### config.mk
export PLATFORM = sky130hd
export DESIGN_NAME = rcio_receiver_io
export DESIGN_NICKNAME = d
export VERILOG_FILES = /design/src/hw/rcio_pkg.sv /design/src/hw/rcio_receiver_io.sv
export SDC_FILE = /design/constraint.sdc
export NUM_CORES = 1
export LEC_CHECK = 0
export BUFFER_PORTS_ARGS = -buffer_cell sky130_fd_sc_hd__buf_2
export CAP_MARGIN = 20
export CELL_PAD_IN_SITES_DETAIL_PLACEMENT = 1
export CELL_PAD_IN_SITES_GLOBAL_PLACEMENT = 1
export CORE_MARGIN = 3
export CORE_UTILIZATION = 48
export CTS_BUF_LIST = sky130_fd_sc_hd__clkbuf_2 sky130_fd_sc_hd__clkbuf_4 sky130_fd_sc_hd__clkbuf_8
export CTS_CLUSTER_SIZE = 16
export DETAILED_ROUTE_END_ITERATION = 16
export PLACE_DENSITY = 0.88
export SETUP_SLACK_MARGIN = 0.05
export SLEW_MARGIN = 20
export SYNTH_ARGS = -nofsm -noshare
export SYNTH_HDL_FRONTEND = slang
export SYNTH_SLANG_ARGS = --single-unit
### constraint.sdc
create_clock -name clock -period 5.2 [get_ports clock]
set_clock_uncertainty 0.05 [all_clocks]
set_input_delay 1.04 -clock clock [delete_from_list [all_inputs] [get_ports clock]]
set_output_delay 1.04 -clock clock [all_outputs]
set_load 0.1 [all_outputs]
### src/hw/rcio_pkg.sv
package rcio_pkg;
  // ********************************************************************
  // Register offsets (byte addresses on the plain port)
  // ********************************************************************
  localparam logic [7:0] ADDR_LOOP_STAT = 8'h00;
  localparam logic [7:0] ADDR_PSU_STAT = 8'h04;
  localparam logic [7:0] ADDR_KEY_STAT = 8'h08;
  localparam logic [7:0] ADDR_TUNE_CNT = 8'h0c;
  localparam logic [7:0] ADDR_FREQ_LO = 8'h10;
  localparam logic [7:0] ADDR_FREQ_MID = 8'h14;
  localparam logic [7:0] ADDR_FREQ_HI = 8'h18;
  localparam logic [7:0] ADDR_REC_X_LO = 8'h1c;
  localparam logic [7:0] ADDR_REC_X_HI = 8'h20;
  localparam logic [7:0] ADDR_REC_Y = 8'h24;
  localparam logic [7:0] ADDR_MODE = 8'h28;
  localparam logic [7:0] ADDR_ADC_CTRL = 8'h2c;
  localparam logic [7:0] ADDR_ADC_DATA = 8'h30;
  localparam logic [7:0] ADDR_ANA_STAT = 8'h34;

  // ********************************************************************
  // Field positions
  // ********************************************************************
  localparam int REC_X_HI_CODE_W = 2;
  localparam int REC_PEN_LIFT_BIT = 6;
  localparam int REC_FORMAT_BIT = 7;
  localparam int ADC_START_BIT = 0;
  localparam int ADC_STOP_BIT = 1;
  localparam int ADC_SH_BIT = 2;

  // ********************************************************************
  // Timing
  // ********************************************************************
  localparam int CLOCK_HZ = 100000000;
  localparam int ADC_CLK_HZ = 250000;
  localparam int ADC_HALF_DIV = CLOCK_HZ / ADC_CLK_HZ / 2;
  localparam int TUNE_DELAY_MS = 50;
  localparam int TUNE_DELAY_CYC = CLOCK_HZ / 1000 * TUNE_DELAY_MS;
  localparam int DEBOUNCE_US = 10000;
  localparam int DEBOUNCE_CYC = CLOCK_HZ / 1000000 * DEBOUNCE_US;

  // Mode bits written by software
  typedef struct packed {
    logic discharge;
    logic devNeg;
    logic devPos;
    logic deviation;
    logic modDepth;
    logic levelMeas;
    logic log60;
    logic log40;
    logic peak3s;
    logic cispr3;
    logic cispr1;
  } rcio_mode_t;

  // Analog switch enables
  typedef struct packed {
    logic directIn;
    logic meterSimIn;
    logic gainSel;
    logic gainUnity;
    logic gainStage;
    logic logPath;
    logic linPath;
    logic offsetPath;
    logic notModPath;
    logic modPath;
    logic dischargeA;
    logic dischargeB;
    logic levelPath;
    logic posPeak;
    logic negPeak;
  } rcio_sw_t;
endpackage

### src/hw/rcio_receiver_io.sv
// Overview of operation
// - Overload, loop, tuning requests drive priority interrupts
// - Loop monitors and supply comparators on separate ports
// - Stop and local keys debounced, latched, readable
// - Hall pulses give count and direction to counter
// - Tuning counter readable; software polls it
// - First pulse after readout fires delayed one-shot
// - Frequency held on outputs for display, synthesizers
// - Recorder X code 10 bits from two ports
// - Recorder Y code 8 bits from own port
// - Pen lift, format advance share X port
// - Divider makes 250 kHz converter clock
// - Start and stop resynchronised to converter clock
// - Software drives converter lines, reads result
// - Calibration reached flag readable as status
// - Switch enable high exactly when function true
// - Direct and meter inputs mutually exclusive
// - Centre status low inside window, else high
// - Positive or negative peak path, never both
// - Discharge bit closes both discharge switches
//
// Local design decisions: the plain strobed port and the register offsets.
module rcio_receiver_io #(
  parameter int TUNE_W = 8,
  parameter int TUNE_DELAY = rcio_pkg::TUNE_DELAY_CYC,
  parameter int DEBOUNCE = rcio_pkg::DEBOUNCE_CYC,
  parameter int ADC_W = 10
) (
  input wire logic clock,
  input wire logic rst,
  input wire logic [7:0] addr,
  input wire logic [7:0] wrData,
  input wire logic wrStrobe,
  input wire logic rdStrobe,
  output logic [7:0] rdData,
  input wire logic mixerOverload,
  input wire logic [3:0] loopMonitor,
  input wire logic [7:0] supplyCompare,
  input wire logic stopKey,
  input wire logic localKey,
  input wire logic hallA,
  input wire logic hallB,
  input wire logic calReached,
  input wire logic centreInWindow,
  input wire logic [ADC_W-1:0] adcResult,
  output logic restart_interrupt_level_low,
  output logic restart_interrupt_level_mid,
  output logic restart_interrupt_level_upper,
  output logic restart_interrupt_level_high,
  output logic [23:0] freqOut,
  output logic [9:0] recXCode,
  output logic [7:0] recYCode,
  output logic recPenLift,
  output logic recFormatAdvance,
  output logic adcClock,
  output logic adcStartStop,
  output logic adcSampleHold,
  output logic centreStatus,
  output rcio_pkg::rcio_sw_t switchEnable
);
  // ********************************************************************
  // Input synchronisers
  // ********************************************************************
  // Width must match the packed pin list exactly, or the first pin falls off
  localparam int NSYNC = 19;
  logic [NSYNC-1:0] syncRaw;
  logic [NSYNC-1:0] sync1_q;
  logic [NSYNC-1:0] sync2_q;
  assign syncRaw = {mixerOverload, loopMonitor, supplyCompare, stopKey, localKey,
                    hallA, hallB, calReached, centreInWindow};

  // Two stages for every pin; stage one feeds only stage two
  always_ff @(posedge clock)
  begin
    if (rst)
    begin
      sync1_q <= '0;
      sync2_q <= '0;
    end
    else
    begin
      sync1_q <= syncRaw;
      sync2_q <= sync1_q;
    end
  end

  logic sOverload;
  logic [3:0] sLoop;
  logic [7:0] sSupply;
  logic sStop;
  logic sLocal;
  logic sHallA;
  logic sHallB;
  logic sCal;
  logic sCentre;
  assign {sOverload, sLoop, sSupply, sStop, sLocal, sHallA, sHallB, sCal, sCentre} = sync2_q;

  // ********************************************************************
  // Bus decode
  // ********************************************************************
  wire wrFreqLo = wrStrobe && (addr == rcio_pkg::ADDR_FREQ_LO);
  wire wrFreqMid = wrStrobe && (addr == rcio_pkg::ADDR_FREQ_MID);
  wire wrFreqHi = wrStrobe && (addr == rcio_pkg::ADDR_FREQ_HI);
  wire wrRecXLo = wrStrobe && (addr == rcio_pkg::ADDR_REC_X_LO);
  wire wrRecXHi = wrStrobe && (addr == rcio_pkg::ADDR_REC_X_HI);
  wire wrRecY = wrStrobe && (addr == rcio_pkg::ADDR_REC_Y);
  wire wrModeLo = wrStrobe && (addr == rcio_pkg::ADDR_MODE);
  wire wrModeHi = wrStrobe && (addr == (rcio_pkg::ADDR_MODE + 8'h01));
  wire wrAdcCtrl = wrStrobe && (addr == rcio_pkg::ADDR_ADC_CTRL);
  wire rdTune = rdStrobe && (addr == rcio_pkg::ADDR_TUNE_CNT);

  // ********************************************************************
  // Key debounce and latch
  // ********************************************************************
  localparam int DBW = $clog2(DEBOUNCE + 1);
  logic [1:0] keyRaw;
  logic [1:0] keyLatch_q;
  assign keyRaw = {sStop, sLocal};

  genvar k;
  generate
    for (k = 0; k < 2; k++)
    begin : gKey
      logic [DBW-1:0] dbCnt_q;
      wire differs = keyRaw[k] != keyLatch_q[k];
      wire settled = dbCnt_q == DBW'(DEBOUNCE - 1);
      // Latch only after the level has held steady for the whole window
      always_ff @(posedge clock)
      begin
        if (rst)
        begin
          dbCnt_q <= '0;
          keyLatch_q[k] <= 1'b0;
        end
        else if (!differs)
          dbCnt_q <= '0;
        else if (settled)
        begin
          dbCnt_q <= '0;
          keyLatch_q[k] <= keyRaw[k];
        end
        else
          dbCnt_q <= dbCnt_q + DBW'(1);
      end
    end
  endgenerate

  // ********************************************************************
  // Tuning encoder: count pulse, direction, counter
  // ********************************************************************
  logic hallAPrev_q;
  logic [TUNE_W-1:0] tuneCnt_q;
  // Count on rising A; B level at that edge gives the direction
  wire countPulse = sHallA && !hallAPrev_q;
  wire countUp = sHallB;

  always_ff @(posedge clock)
  begin
    if (rst)
    begin
      hallAPrev_q <= 1'b0;
      tuneCnt_q <= '0;
    end
    else
    begin
      hallAPrev_q <= sHallA;
      if (countPulse)
        tuneCnt_q <= countUp ? tuneCnt_q + TUNE_W'(1) : tuneCnt_q - TUNE_W'(1);
    end
  end

  // ********************************************************************
  // Delayed tuning request
  // ********************************************************************
  localparam int TDW = $clog2(TUNE_DELAY + 1);
  typedef enum logic [1:0] {TUNE_ARMED, TUNE_TIMING, TUNE_DONE} rcio_tune_t;
  rcio_tune_t tuneState_q;
  rcio_tune_t tuneState_d;
  logic [TDW-1:0] tuneTmr_q;
  wire tuneExpired = tuneTmr_q == TDW'(TUNE_DELAY - 1);

  // A readout always wins, so the next pulse is seen as a first one again
  always_comb
  begin
    tuneState_d = tuneState_q;
    unique case (tuneState_q)
      TUNE_ARMED: if (countPulse) tuneState_d = TUNE_TIMING;
      TUNE_TIMING: if (tuneExpired) tuneState_d = TUNE_DONE;
      TUNE_DONE: tuneState_d = TUNE_DONE;
    endcase
    if (rdTune)
      tuneState_d = TUNE_ARMED;
  end

  always_ff @(posedge clock)
  begin
    if (rst)
    begin
      tuneState_q <= TUNE_ARMED;
      tuneTmr_q <= '0;
    end
    else
    begin
      tuneState_q <= tuneState_d;
      tuneTmr_q <= (tuneState_q == TUNE_TIMING) ? tuneTmr_q + TDW'(1) : '0;
    end
  end

  // ********************************************************************
  // Interrupt lines
  // ********************************************************************
  // Registered so each line comes straight from a flop
  always_ff @(posedge clock)
  begin
    if (rst)
    begin
      restart_interrupt_level_low <= 1'b0;
      restart_interrupt_level_mid <= 1'b0;
      restart_interrupt_level_upper <= 1'b0;
      restart_interrupt_level_high <= 1'b0;
    end
    else
    begin
      restart_interrupt_level_low <= sOverload;
      // Oscillator loops on the mid line, synthesizer loops on the upper one;
      // all four monitors still read back on the loop status port
      restart_interrupt_level_mid <= |sLoop[1:0];
      restart_interrupt_level_upper <= |sLoop[3:2];
      restart_interrupt_level_high <= tuneState_d == TUNE_DONE;
    end
  end

  // ********************************************************************
  // Output ports
  // ********************************************************************
  logic [2:0] modeHiBits_q;
  logic [7:0] modeLo_q;
  logic [2:0] adcCtrl_q;

  // Software-written ports; each holds until rewritten
  always_ff @(posedge clock)
  begin
    if (rst)
    begin
      freqOut <= '0;
      recXCode <= '0;
      recYCode <= '0;
      recPenLift <= 1'b0;
      recFormatAdvance <= 1'b0;
      modeLo_q <= '0;
      modeHiBits_q <= '0;
      adcCtrl_q <= '0;
    end
    else
    begin
      if (wrFreqLo) freqOut[7:0] <= wrData;
      if (wrFreqMid) freqOut[15:8] <= wrData;
      if (wrFreqHi) freqOut[23:16] <= wrData;
      if (wrRecXLo) recXCode[7:0] <= wrData;
      if (wrRecXHi)
      begin
        recXCode[9:8] <= wrData[rcio_pkg::REC_X_HI_CODE_W-1:0];
        recPenLift <= wrData[rcio_pkg::REC_PEN_LIFT_BIT];
        recFormatAdvance <= wrData[rcio_pkg::REC_FORMAT_BIT];
      end
      if (wrRecY) recYCode <= wrData;
      if (wrModeLo) modeLo_q <= wrData;
      if (wrModeHi) modeHiBits_q <= wrData[2:0];
      if (wrAdcCtrl) adcCtrl_q <= wrData[2:0];
    end
  end

  // ********************************************************************
  // Converter clock and start/stop sync
  // ********************************************************************
  localparam int ADW = $clog2(rcio_pkg::ADC_HALF_DIV);
  logic [ADW-1:0] adcDiv_q;
  logic runReq_q;
  wire adcHalf = adcDiv_q == ADW'(rcio_pkg::ADC_HALF_DIV - 1);
  wire adcRise = adcHalf && !adcClock;

  // Start sets, stop clears; the pin moves only on a converter clock rise
  always_ff @(posedge clock)
  begin
    if (rst)
    begin
      adcDiv_q <= '0;
      adcClock <= 1'b0;
      runReq_q <= 1'b0;
      adcStartStop <= 1'b0;
      adcSampleHold <= 1'b0;
    end
    else
    begin
      adcDiv_q <= adcHalf ? '0 : adcDiv_q + ADW'(1);
      if (adcHalf) adcClock <= !adcClock;
      if (wrAdcCtrl && wrData[rcio_pkg::ADC_START_BIT]) runReq_q <= 1'b1;
      else if (wrAdcCtrl && wrData[rcio_pkg::ADC_STOP_BIT]) runReq_q <= 1'b0;
      if (adcRise) adcStartStop <= runReq_q;
      adcSampleHold <= adcCtrl_q[rcio_pkg::ADC_SH_BIT];
    end
  end

  // ********************************************************************
  // Analog switch decode
  // ********************************************************************
  rcio_pkg::rcio_mode_t mode;
  rcio_pkg::rcio_sw_t swNext;
  // Upper port: bit 0 positive, bit 1 negative, bit 2 discharge command;
  // one fixed wire per mode bit, so every field can be set by software
  assign mode = {modeHiBits_q, modeLo_q};
  wire cispr = mode.cispr1 || mode.cispr3;
  wire logAny = mode.log40 || mode.log60;
  wire wideGain = cispr || mode.peak3s || logAny;
  assign swNext.directIn = !cispr;
  assign swNext.meterSimIn = cispr;
  assign swNext.gainSel = wideGain;
  assign swNext.gainUnity = !wideGain;
  assign swNext.gainStage = wideGain;
  assign swNext.logPath = !logAny;
  assign swNext.linPath = logAny;
  assign swNext.offsetPath = !mode.deviation;
  assign swNext.notModPath = !mode.modDepth;
  assign swNext.modPath = mode.modDepth;
  assign swNext.dischargeA = mode.discharge;
  assign swNext.dischargeB = mode.discharge;
  assign swNext.levelPath = !mode.levelMeas;
  // Positive wins if software sets both, so the paths never overlap
  assign swNext.posPeak = mode.deviation && mode.devPos;
  assign swNext.negPeak = mode.deviation && mode.devNeg && !mode.devPos;

  always_ff @(posedge clock)
  begin
    if (rst)
    begin
      switchEnable <= '0;
      centreStatus <= 1'b1;
    end
    else
    begin
      switchEnable <= swNext;
      centreStatus <= !sCentre;
    end
  end

  // ********************************************************************
  // Read mux
  // ********************************************************************
  logic [7:0] rdNext;
  always_comb
  begin
    unique case (addr)
      rcio_pkg::ADDR_LOOP_STAT: rdNext = {4'h0, sLoop};
      rcio_pkg::ADDR_PSU_STAT: rdNext = sSupply;
      rcio_pkg::ADDR_KEY_STAT: rdNext = {6'h00, keyLatch_q};
      rcio_pkg::ADDR_TUNE_CNT: rdNext = 8'(tuneCnt_q);
      rcio_pkg::ADDR_ADC_DATA: rdNext = adcResult[7:0];
      rcio_pkg::ADDR_ADC_DATA + 8'h01: rdNext = 8'({adcStartStop, 5'h00, adcResult[9:8]});
      rcio_pkg::ADDR_ANA_STAT: rdNext = {6'h00, centreStatus, sCal};
      default: rdNext = 8'h00;
    endcase
  end

  // Data valid in the cycle after the strobe only
  always_ff @(posedge clock)
  begin
    if (rst)
      rdData <= 8'h00;
    else
      rdData <= rdStrobe ? rdNext : 8'h00;
  end
endmodule

==> results by group, run 1 <==
Power
  • Tot Pwr: 0.00334 W
  • IR drop worst, VDD: 0.000256 V
  • Sequential Power Share: around half
  • Logic gate share of total power: approximately 5.3%
  • Lkg Pwr: 3.86 nW
  • P_int: 0.00253 W
  • Sw frac: 24.1%
  • Power per Cell Area: 348 mW/mm2
  • Switching power total: about 0.00080 W
  • Power share of the clock group: 45.7%

Global route
  • Antenna violations before repair: 0
  • Pin count of the biggest net entering global routing: 72
  • Vias in the first global route: between 7000 and 8000
  • Gr usage total: 24.4%
  • GRT overflow: 0
  • First-pass GRT wire length: roughly 36000 um

Routing
  • ANT nets after route: 0
  • Vias: 6802
  • Drt drc: 0
  • Final wirelength: 22400 um
  • Vias/cell: 5.47
  • Drt first pass iters: 5
  • Detailed router's first-iteration violation count: 379
  • WL/cell: 18.0 um

Cells and area
  • Nets: about 1100
  • Layout overhead on the synthesized area: 17.8%
  • Share of cells above drive strength 1: 19.6%
  • Most common cell after layout, fill and taps aside: dfxtp_1
  • Most frequent cells in the layout: dfxtp_1 (208), buf_2 (122), nor2_1 (120), nand2_1 (82), nand3_1 (72)
  • ANT cells: 0

Logic synthesis
  • Synthesized instance count: 880
  • Post-synthesis simple-gate area fraction: around a quarter
  • Register area share after synthesis: between 50 and 60%
  • Synth Area in XOR/XNOR: under 10%
  • Mux contribution to synthesized area: 3.21%
  • Main combinational cell family by area after synthesis: simple AND/OR/NAND/NOR gates
  • Synth cell types: 56
  • Seq cells post-synth: 208
  • Syn_nets: approximately 940
  • Synth warnings: 0
  • Syn Std Cell Area: 0.00814 mm2
  • Post-synth EDFFs: 0
  • Post-Synth Adder-Cell Area: 2.09%
  • Ranking of synthesized cells by area: dfxtp_1 (51%), nor2_1 (5.5%), nand3_1 (4.4%)
  • Avg Inst Size Synth: 9.25 um2
  • Leading area contributor after synthesis: dfxtp_1
  • Top cell type's share of synthesized area: 51.1%
  • Post-synth ARST share: 0%
  • Post-synthesis compound-gate area fraction: 7.36%
  • Top FF cell, synth: dfxtp_1

Placement
  • Placer Congestion: 0.811
  • DPL Wire Length: 15200 um
  • Port bufs: 123

Setup path
  • Worst EP required: 5.53 ns
  • Worst path max stage delay: approximately 0.9 ns
  • CP startpoint kind: input pin
  • Worst-path cell chain: buf_2 -> nor2_1 -> and4b_1 -> nand3_2 -> mux2i_1 -> nor2_1
  • Worst-path fanout max: 28
  • Kind of critical path: in2reg
  • CP top delay family: simple AND/OR/NAND/NOR gates
  • Worst setup EP type: flip-flop
  • Data arrival, critical path: about 3.1 ns
  • Bufs and invs on worst path: 1
  • Most common cell on crit path: nor2_1
  • Worst-path cell with the longest stage delay: and4b_1

Clocking
  • Clock Pin Slew Worst Setup and Hold Paths: 0.06 ns
  • CTS tree: built
  • Max Buffers Root-to-Sink: 3
  • H-tree levels: 2
  • TritonCTS Sinks: 208
  • CTS resizes: 0
  • Clk_lat worst skew: 0.52 ns
  • TritonCTS Buffers: 36
  • Root Driver: clkbuf_8
  • Post-CTS setup repair buffer count: 0
  • Hold Buf Count CTS: 0

Timing
  • Fmax: 0.358 GHz
  • Final setup TNS: 0 ns
  • Final period util: 53.7%
  • # setup viols final: 0
  • Post-layout min period: approximately 2.8 ns
  • Least-Margin Pin Slew: 1.04 ns
  • Final Hold Fails: 0
  • Fin Hold WS: about 0.32 ns
  • Slew Limit Fails: 0
  • RSZ-0062 raised after global routing: false
  • Max_slew headroom: 30.3%

Job
  • Max-cap viol count: 0

Die
  • Ports: 124
  • Die X: ~140 um
  • Site Rows: 46
  • Initial Util: 50.2%
  • DIE AREA: ~0.019 mm2
  • Die Span Y: 136 um
  • Core Area: 0.0162 mm2

Run status
  • Status: completed

Hold path
  • Worst Hold Class: reg2reg
-- Yosys cell counts, types with 3 or more instances --
master    instances
nand2_1          82
xnor2_1          32
buf_4             5
or3_1             6
a22oi_1           7
and3_1           18
inv_1            11
and4_1           10
dfxtp_1         208
buf_6             3
nor4_1            5
nor2_1          120
nand2b_1          4
nor4b_1           6
a21oi_1          62
nor2b_1          45
mux2i_1          25
nand4_1          13
o21ai_0           7
clkbuf_1         25
nor3_1           16
nand3_1          72
and4b_1           3
a22o_1            6
buf_2             7
xor2_1           34
ha_1             12
-- cells by family (layout without fill, tap and decap cells) --
kind of cell	count (synthesis)	in the layout
adders and majority gates	13	13
muxes	26	26
and+or+nand+nor	416	416
xor gates and xnor gates	66	66
buffers and inverters	53	200
AOI/OAI and AO/OA	98	98
DFF	208	208
-- final cells by class --
type | instances | area, um2
Inverter | 11 | 41.3
Multi-Input combinational cell | 619 | 3740
Clock inverter | 10 | 55.1
Tap cell | 216 | 270
Fill cell | 1945 | 6630
Sequential cell | 208 | 4160
Timing Repair Buffer | 125 | 633
Clock buffer | 54 | 693
-- layer usage --
metal / global-route usage [%] / vias to the layer above / routed length (um)
met1: 31.1 / 3344 / 9760
met5: 0 / - / 0
li1: - / 3245 / -
met2: 41.4 / 163 / 11100
met3: 4.37 / 50 / 1020
met4: 9.41 / 0 / 561
-- worst register-to-register path: cells and delay by family, from the launching register on --
kind	cells	cell delay (ns)
simple gates	1	0.35
compound gates	3	0.66
mux	1	0.35
fa+ha+maj	1	0.40
buf+inv	1	0.18
flops	1	0.37
-- per-stage QoR --
| step | cells | utilization, % | instance area, um2 | worst slack [ns] |
|---|---|---|---|---|
| after CTS | 1243 | 59.1 | 9600 | 2.46 |
| after floorplan | 880 | - | 8140 | 2.75 |
| after global placement | 1179 | 54.5 | 8850 | 2.10 |
| after detailed placement | 1179 | 54.5 | 8850 | 1.99 |
| final | 1243 | 59.1 | 9600 | 2.41 |
| after global routing | 1243 | 59.1 | 9600 | 2.24 |
-- state kept, by name, indices dropped and copies added, names as in the netlist, 10 cells and up --
| name | cells |
|---|---|
| switchEnable | 13 |
| tuneTmr_q | 23 |
| recXCode | 10 |
| gKey.dbCnt_q | 40 |
| sync1_q | 19 |
| freqOut | 24 |
| sync2_q | 19 |
-- power groups by stage --
stage / logic (W) / registers [W] / clock network (W)
after global routing: 0.000192 / 0.00164 / 0.00163
after detailed placement: 0.000174 / 0.00167 / 0
after floorplan: 0.0000903 / 0.00169 / 0
final: 0.000177 / 0.00163 / 0.00152
after CTS: 0.000176 / 0.00163 / 0.00156
after global placement: 0.000170 / 0.00167 / 0
-- final timing paths --
| check | start | endpoint | slack [ns] | cells past startpoint |
|---|---|---|---|---|
| worst min-delay path | sync2_q[0] | centreStatus | 0.32 | 1 |
| worst min register to register | sync2_q[0] | centreStatus | 0.32 | 1 |
| worst max register to register | sync2_q[2] | tuneCnt_q[7] | 2.73 | 7 |
| worst max-delay path | addr[7] | freqOut[19] | 2.41 | 6 |
Note: power is estimated with default switching activity, not from simulation.
==> run 2: changes to the inputs <==
--- a/config.mk
+++ b/config.mk
@@ -10,11 +10,11 @@
 export CELL_PAD_IN_SITES_DETAIL_PLACEMENT = 1
 export CELL_PAD_IN_SITES_GLOBAL_PLACEMENT = 1
 export CORE_MARGIN = 3
-export CORE_UTILIZATION = 48
+export CORE_UTILIZATION = 40
 export CTS_BUF_LIST = sky130_fd_sc_hd__clkbuf_2 sky130_fd_sc_hd__clkbuf_4 sky130_fd_sc_hd__clkbuf_8
 export CTS_CLUSTER_SIZE = 16
 export DETAILED_ROUTE_END_ITERATION = 16
-export PLACE_DENSITY = 0.88
+export PLACE_DENSITY = 0.78
 export SETUP_SLACK_MARGIN = 0.05
 export SLEW_MARGIN = 20
 export SYNTH_ARGS = -nofsm -noshare
==> constraint.sdc (replaced) <==
create_clock -name clock -period 2.2 [get_ports clock]
set_clock_uncertainty 0.05 [all_clocks]
set_input_delay 0.44 -clock clock [delete_from_list [all_inputs] [get_ports clock]]
set_output_delay 0.44 -clock clock [all_outputs]
set_load 0.1 [all_outputs]
==> results by group, run 2 (synthesized netlist as in run 1, its figures left out) <==
Placement
  • Placer Congestion: 0.841
  • Post-DP Area: 0.00910 mm2
  • Port bufs: between 100 and 150
  • DPL Wire Length: 15400 um

Routing
  • Vias: ~6700
  • Vias/cell: between 5 and 6
  • Detailed router's first-iteration violation count: 253
  • Drt first pass iters: 5
  • ANT nets after route: 0
  • Drt drc: 0
  • WL/cell: roughly 17 um
  • Final wirelength: 21900 um

Timing
  • Post-layout min period: approximately 2.1 ns
  • Max_slew headroom: 56.7%
  • Slew Limit Fails: 0
  • RSZ-0062 raised after global routing: false
  • Least-Margin Pin Slew: 0.645 ns
  • Fmax: 0.486 GHz
  • # setup viols final: 0
  • Final setup TNS: 0 ns
  • Final Hold Fails: 0
  • Final period util: 93.6%

Global route
  • First-pass GRT wire length: 35100 um
  • Gr usage total: 19.6%
  • Pin count of the biggest net entering global routing: 47
  • Antenna violations before repair: 0
  • Vias in the first global route: 6837
  • GRT overflow: 0

Cells and area
  • Max FFs per register: 40
  • Most frequent cells in the layout: dfxtp_1 (207), buf_2 (122), nor2_1 (120), nand2_1 (81), nand3_1 (71)
  • Share of cells above drive strength 1: 22.6%
  • Reg with most FFs: gKey.dbCnt_q
  • FILL cells: between 2000 and 2500
  • Most common cell after layout, fill and taps aside: dfxtp_1
  • Nets: roughly 1100
  • Area of the multi-input gates: 0.00380 mm2
  • Reg area: 0.00417 mm2
  • Top Registers: gKey.dbCnt_q (40), freqOut (24), tuneTmr_q (23)
  • Layout overhead on the synthesized area: 21.7%
  • ANT cells: 0
  • Cell area after layout: 0.00991 mm2

Clocking
  • H-tree levels: 2
  • CTS tree: built
  • Root Driver: clkbuf_8
  • Clk_lat worst skew: 0.52 ns
  • Clock Pin Slew Worst Setup and Hold Paths: 0.06 ns
  • Hold Buf Count CTS: 0
  • TritonCTS Sinks: 208
  • Max Buffers Root-to-Sink: 3
  • TritonCTS Buffers: 36

Die
  • Die Span Y: 149 um
  • Die X: 149 um
  • DIE AREA: 0.0221 mm2
  • Core Area: 0.0197 mm2
  • Site Rows: 51
  • Ports: 124
  • Initial Util: 41.3%

Power
  • Lkg Pwr: 3.98 nW
  • Power per Cell Area: 798 mW/mm2
  • IR drop worst, VDD: 0.000519 V

Setup path
  • FF-to-FF End: tuneCnt_q[7]
  • Worst-path cell with the longest stage delay: or3_4
  • Worst EP required: 2.56 ns
  • Worst-path cell chain: inv_2 -> buf_4 -> ha_2 -> nand3_2 -> a211oi_2 -> or3_4 -> a21oi_2 -> mux2_2
  • Bufs and invs on worst path: 2
  • CP startpoint kind: flip-flop
  • Reg2Reg Launch Point: sync2_q[2]
  • CP startpoint: sync2_q[2]
  • Worst-path fanout max: 5
  • Worst path max stage delay: ~0.37 ns
  • Reg-to-reg slack, setup: 0.14 ns
  • R2R depth: 8
  • CP Depth: 8
  • Kind of critical path: reg2reg
  • Worst setup EP type: flip-flop
  • CP top delay family: simple AND/OR/NAND/NOR gates
  • Data arrival, critical path: 2.42 ns

Hold path
  • WHS Path Cells: 2
  • Hold Path End: sync1_q[16]
  • Worst Hold Class: in2reg
  • Hold Startpoint: loopMonitor[2]

Run status
  • Status: completed

Job
  • Max-cap viol count: 0
[run 2: cell types whose count changed in the layout (fill, tap and decap cells not counted), moves of 2 or more]
cell      change
a21oi_1       -3
a21oi_2       +3
ha_1          -4
clkinv_2      -7
ha_2          +2
ha_4          +2
clkbuf_4      +6
buf_4        +24
[run 2: worst register-to-register path: cells and delay by family, from the launching register on]
family	cells	cell delay, ns
compound gates	2	0.21
flops	1	0.33
buf+inv	2	0.29
fa+ha+maj	1	0.28
mux	1	0.33
simple gates	2	0.46
[run 2: how the worst max path moves through the flow]
stage | end | slack [ns]
2_1_floorplan | tuneCnt_q[7] | 0.07
5_1_grt | tuneCnt_q[7] | 0.01
3_5_place_dp | tuneCnt_q[7] | 0.04
4_1_cts | tuneCnt_q[7] | 0.07
3_3_place_gp | tuneCnt_q[7] | 0.07
6_report | tuneCnt_q[7] | 0.14
[run 2: cell type report]
cell class	count	share of cell area [%]
tap	265	3.34
sequential	208	42.0
multi-input combinational	619	38.3
clock inverter	3	0.202
timing repair buffer	150	8.40
clock buffer	59	7.31
inverter	11	0.416
[run 2: power breakdown]
group          total (W)  internal (W)  switching [W]  leakage (nW)
clock network    0.00359       0.00207        0.00152         0.392
logic           0.000461      0.000162       0.000300          1.90
registers        0.00386       0.00383      0.0000336          1.69
total            0.00791       0.00606        0.00185          3.98
[run 2: metal layers]
metal  part of all wire, %  track usage (%)  vias up
met4                   1.8             5.77        0
met2                    49             33.0      138
li1                      -                -     3291
met5                     0                0        -
met3                   5.3             3.87       33
met1                    44             25.5     3225
[run 2: through the flow]
stage	power, W	setup slack (ns)	hold WS [ns]	std cells	util, %
5_1_grt	0.00824	0.0102	0.0625	1315	50.3
2_1_floorplan	0.00421	0.0709	0.293	880	-
3_3_place_gp	0.00437	0.0748	0.298	1252	46.2
6_report	0.00791	0.140	0.0786	1315	50.3
3_5_place_dp	0.00438	0.0368	0.303	1252	46.2
4_1_cts	0.00799	0.0658	0.0489	1314	50.0
[run 2: what timing repair did]
| item | 4_1_cts | 5_1_grt |
|---|---|---|
| pin swaps | 0 | 2 |
| gates resized for setup | 2 | 12 |
| setup endpoints to repair | 1 | 1 |
| buffers inserted | 0 | 1 |
==> run 3: changes to the inputs <==
--- a/config.mk
+++ b/config.mk
@@ -14,6 +14,7 @@
 export CTS_BUF_LIST = sky130_fd_sc_hd__clkbuf_2 sky130_fd_sc_hd__clkbuf_4 sky130_fd_sc_hd__clkbuf_8
 export CTS_CLUSTER_SIZE = 16
 export DETAILED_ROUTE_END_ITERATION = 16
+export MAX_ROUTING_LAYER = met4
 export PLACE_DENSITY = 0.78
 export SETUP_SLACK_MARGIN = 0.05
 export SLEW_MARGIN = 20
==> results by group, run 3 (synthesized netlist as in run 1, its figures left out) <==
Run status
  • Status: completed

Cells and area
  • Most common cell after layout, fill and taps aside: dfxtp_1
  • ANT cells: 0
  • Layout overhead on the synthesized area: 21.7%
  • Final non-filler cell total: 1315
  • Most frequent cells in the layout: dfxtp_1 (207), buf_2 (122), nor2_1 (120), nand2_1 (81), nand3_1 (71)
  • Max FFs per register: 40
  • Top Registers: gKey.dbCnt_q (40), freqOut (24), tuneTmr_q (23)
  • Reg with most FFs: gKey.dbCnt_q
  • Share of cells above drive strength 1: 22.6%
  • Nets: 1088

Die
  • Die X: roughly 150 um
  • Core Area: 0.0197 mm2
  • Die Span Y: 149 um
  • DIE AREA: 0.0221 mm2
  • Site Rows: 51
  • Ports: 124
  • Initial Util: between 40% and 50%

Timing
  • Final setup margin: 0.143 ns
  • Fmax: 0.486 GHz
  • RSZ-0062 raised after global routing: false
  • Max_slew headroom: 57.2%
  • Fin Hold WS: 0.0783 ns
  • Post-layout min period: 2.06 ns
  • Least-Margin Pin Slew: 0.637 ns
  • # setup viols final: 0
  • Final Hold Fails: 0
  • Slew Limit Fails: 0
  • Final period util: 93.5%
  • Final setup TNS: 0 ns

Clocking
  • Root Driver: clkbuf_8
  • Clock Pin Slew Worst Setup and Hold Paths: 0.06 ns
  • CTS tree: built
  • TritonCTS Buffers: 36
  • H-tree levels: 2
  • Clk_lat worst skew: around 0.52 ns
  • Max Buffers Root-to-Sink: 3
  • TritonCTS Sinks: 208
  • Hold Buf Count CTS: 0

Routing
  • Drt drc: 0
  • ANT nets after route: 0
  • Final wirelength: 21900 um
  • WL/cell: 16.7 um
  • Drt first pass iters: 4
  • Detailed router's first-iteration violation count: 277
  • Vias: 6696
  • Vias/cell: 5.09

Global route
  • Gr usage total: about a fifth
  • Vias in the first global route: 6816
  • GRT overflow: 0
  • First-pass GRT wire length: 35100 um
  • Antenna violations before repair: 0
  • Pin count of the biggest net entering global routing: 47

Setup path
  • Reg2Reg Launch Point: sync2_q[2]
  • Data arrival, critical path: 2.42 ns
  • Worst path max stage delay: 0.37 ns
  • Reg-to-reg slack, setup: 0.14 ns
  • Worst-path cell with the longest stage delay: or3_4
  • R2R depth: 8
  • Bufs and invs on worst path: 2
  • Worst-path cell chain: inv_2 -> buf_4 -> ha_2 -> nand3_2 -> a211oi_2 -> or3_4 -> a21oi_2 -> mux2_2
  • FF-to-FF End: tuneCnt_q[7]
  • Worst setup EP type: flip-flop
  • Worst-path fanout max: 5
  • CP top delay family: simple AND/OR/NAND/NOR gates
  • Kind of critical path: reg2reg
  • CP startpoint kind: flip-flop
  • Worst EP required: 2.56 ns

Hold path
  • Hold Path End: sync1_q[16]
  • Hold Startpoint: loopMonitor[2]
  • WHS Path Cells: 2
  • Worst Hold Class: in2reg

Power
  • Power per Cell Area: 798 mW/mm2
  • IR drop worst, VDD: between 0.0005 and 0.0006 V
  • Power share of the clock group: 45.4%
  • Sequential Power Share: 48.8%
  • Lkg Pwr: ~4 nW
  • Switching power total: approximately 0.0019 W
  • Logic gate share of total power: 5.8%
  • Sw frac: 23.4%
  • P_int: about 0.0061 W

Placement
  • Port bufs: 123
  • Dpl ws: 0.0368 ns
  • DPL Wire Length: roughly 15000 um
  • Placed instance count: about 1300
  • Placer Congestion: 0.854

Job
  • Max-cap viol count: 0
-- run 3: cell counts in the layout (fill, tap and decap cells not counted) --
Identical to the previous run, type by type.
-- run 3: worst max path at each step --
stage	cells after the start	startpoint	to	slack [ns]
floorplan	7	sync2_q[2]	tuneCnt_q[7]	0.07
global placement	8	sync2_q[2]	tuneCnt_q[7]	0.07
detailed placement	7	sync2_q[2]	tuneCnt_q[7]	0.04
CTS	8	sync2_q[2]	tuneCnt_q[7]	0.07
global route	8	sync2_q[2]	tuneCnt_q[7]	0.01
finish	8	sync2_q[2]	tuneCnt_q[7]	0.14
-- run 3: what timing repair did --
| item | 4_1_cts | 5_1_grt |
|---|---|---|
| gates resized for setup | 2 | 12 |
| pin swaps | 0 | 2 |
| buffers inserted | 0 | 1 |
| endpoints found under the setup margin | 1 | 1 |
-- run 3: per-stage QoR --
step	utilization [%]	instance area, um2	total power, W
6_report	50.3	9910	0.00791
2_1_floorplan	-	8140	0.00421
5_1_grt	50.3	9910	0.00824
3_3_place_gp	46.2	9100	0.00437
4_1_cts	50.0	9850	0.00799
3_5_place_dp	46.2	9100	0.00438
-- run 3: area by class of cell --
cell class              instances  area, um2
clock buffers                  59        724
clock inverters                 3       20.0
fillers                      2328       9800
inverters                      11       41.3
multi-input cells             619       3800
flip-flops and latches        208       4170
well taps                     265        332
repair buffers                150        833
-- run 3: worst reg2reg max path, stage by stage (launching register included) --
cell and delay [ns]:
dfxtp_2 0.33, inv_2 0.12, buf_4 0.17, ha_2 0.28, nand3_2 0.09, a211oi_2 0.08, or3_4 0.37, a21oi_2 0.13
mux2_2 0.33
-- run 3: power groups by stage --
stage               Sequential, W  Combinational, W  Clock, W
floorplan                 0.00400          0.000213         0
global placement          0.00394          0.000427         0
detailed placement        0.00394          0.000436         0
CTS                       0.00386          0.000441   0.00369
global route              0.00386          0.000502   0.00387
finish                    0.00386          0.000461   0.00359
-- run 3: routing by layer --
metal  routed length [um]  part of all wire [%]  global-route usage [%]  vias up
met3                 1280                   5.8                    3.81       35
met4                  386                   1.8                    5.82        0
met1                 9600                    44                    25.7     3227
met5                    0                     0                       -        -
met2                10700                    49                    32.9      145
li1                     -                     -                       -     3289
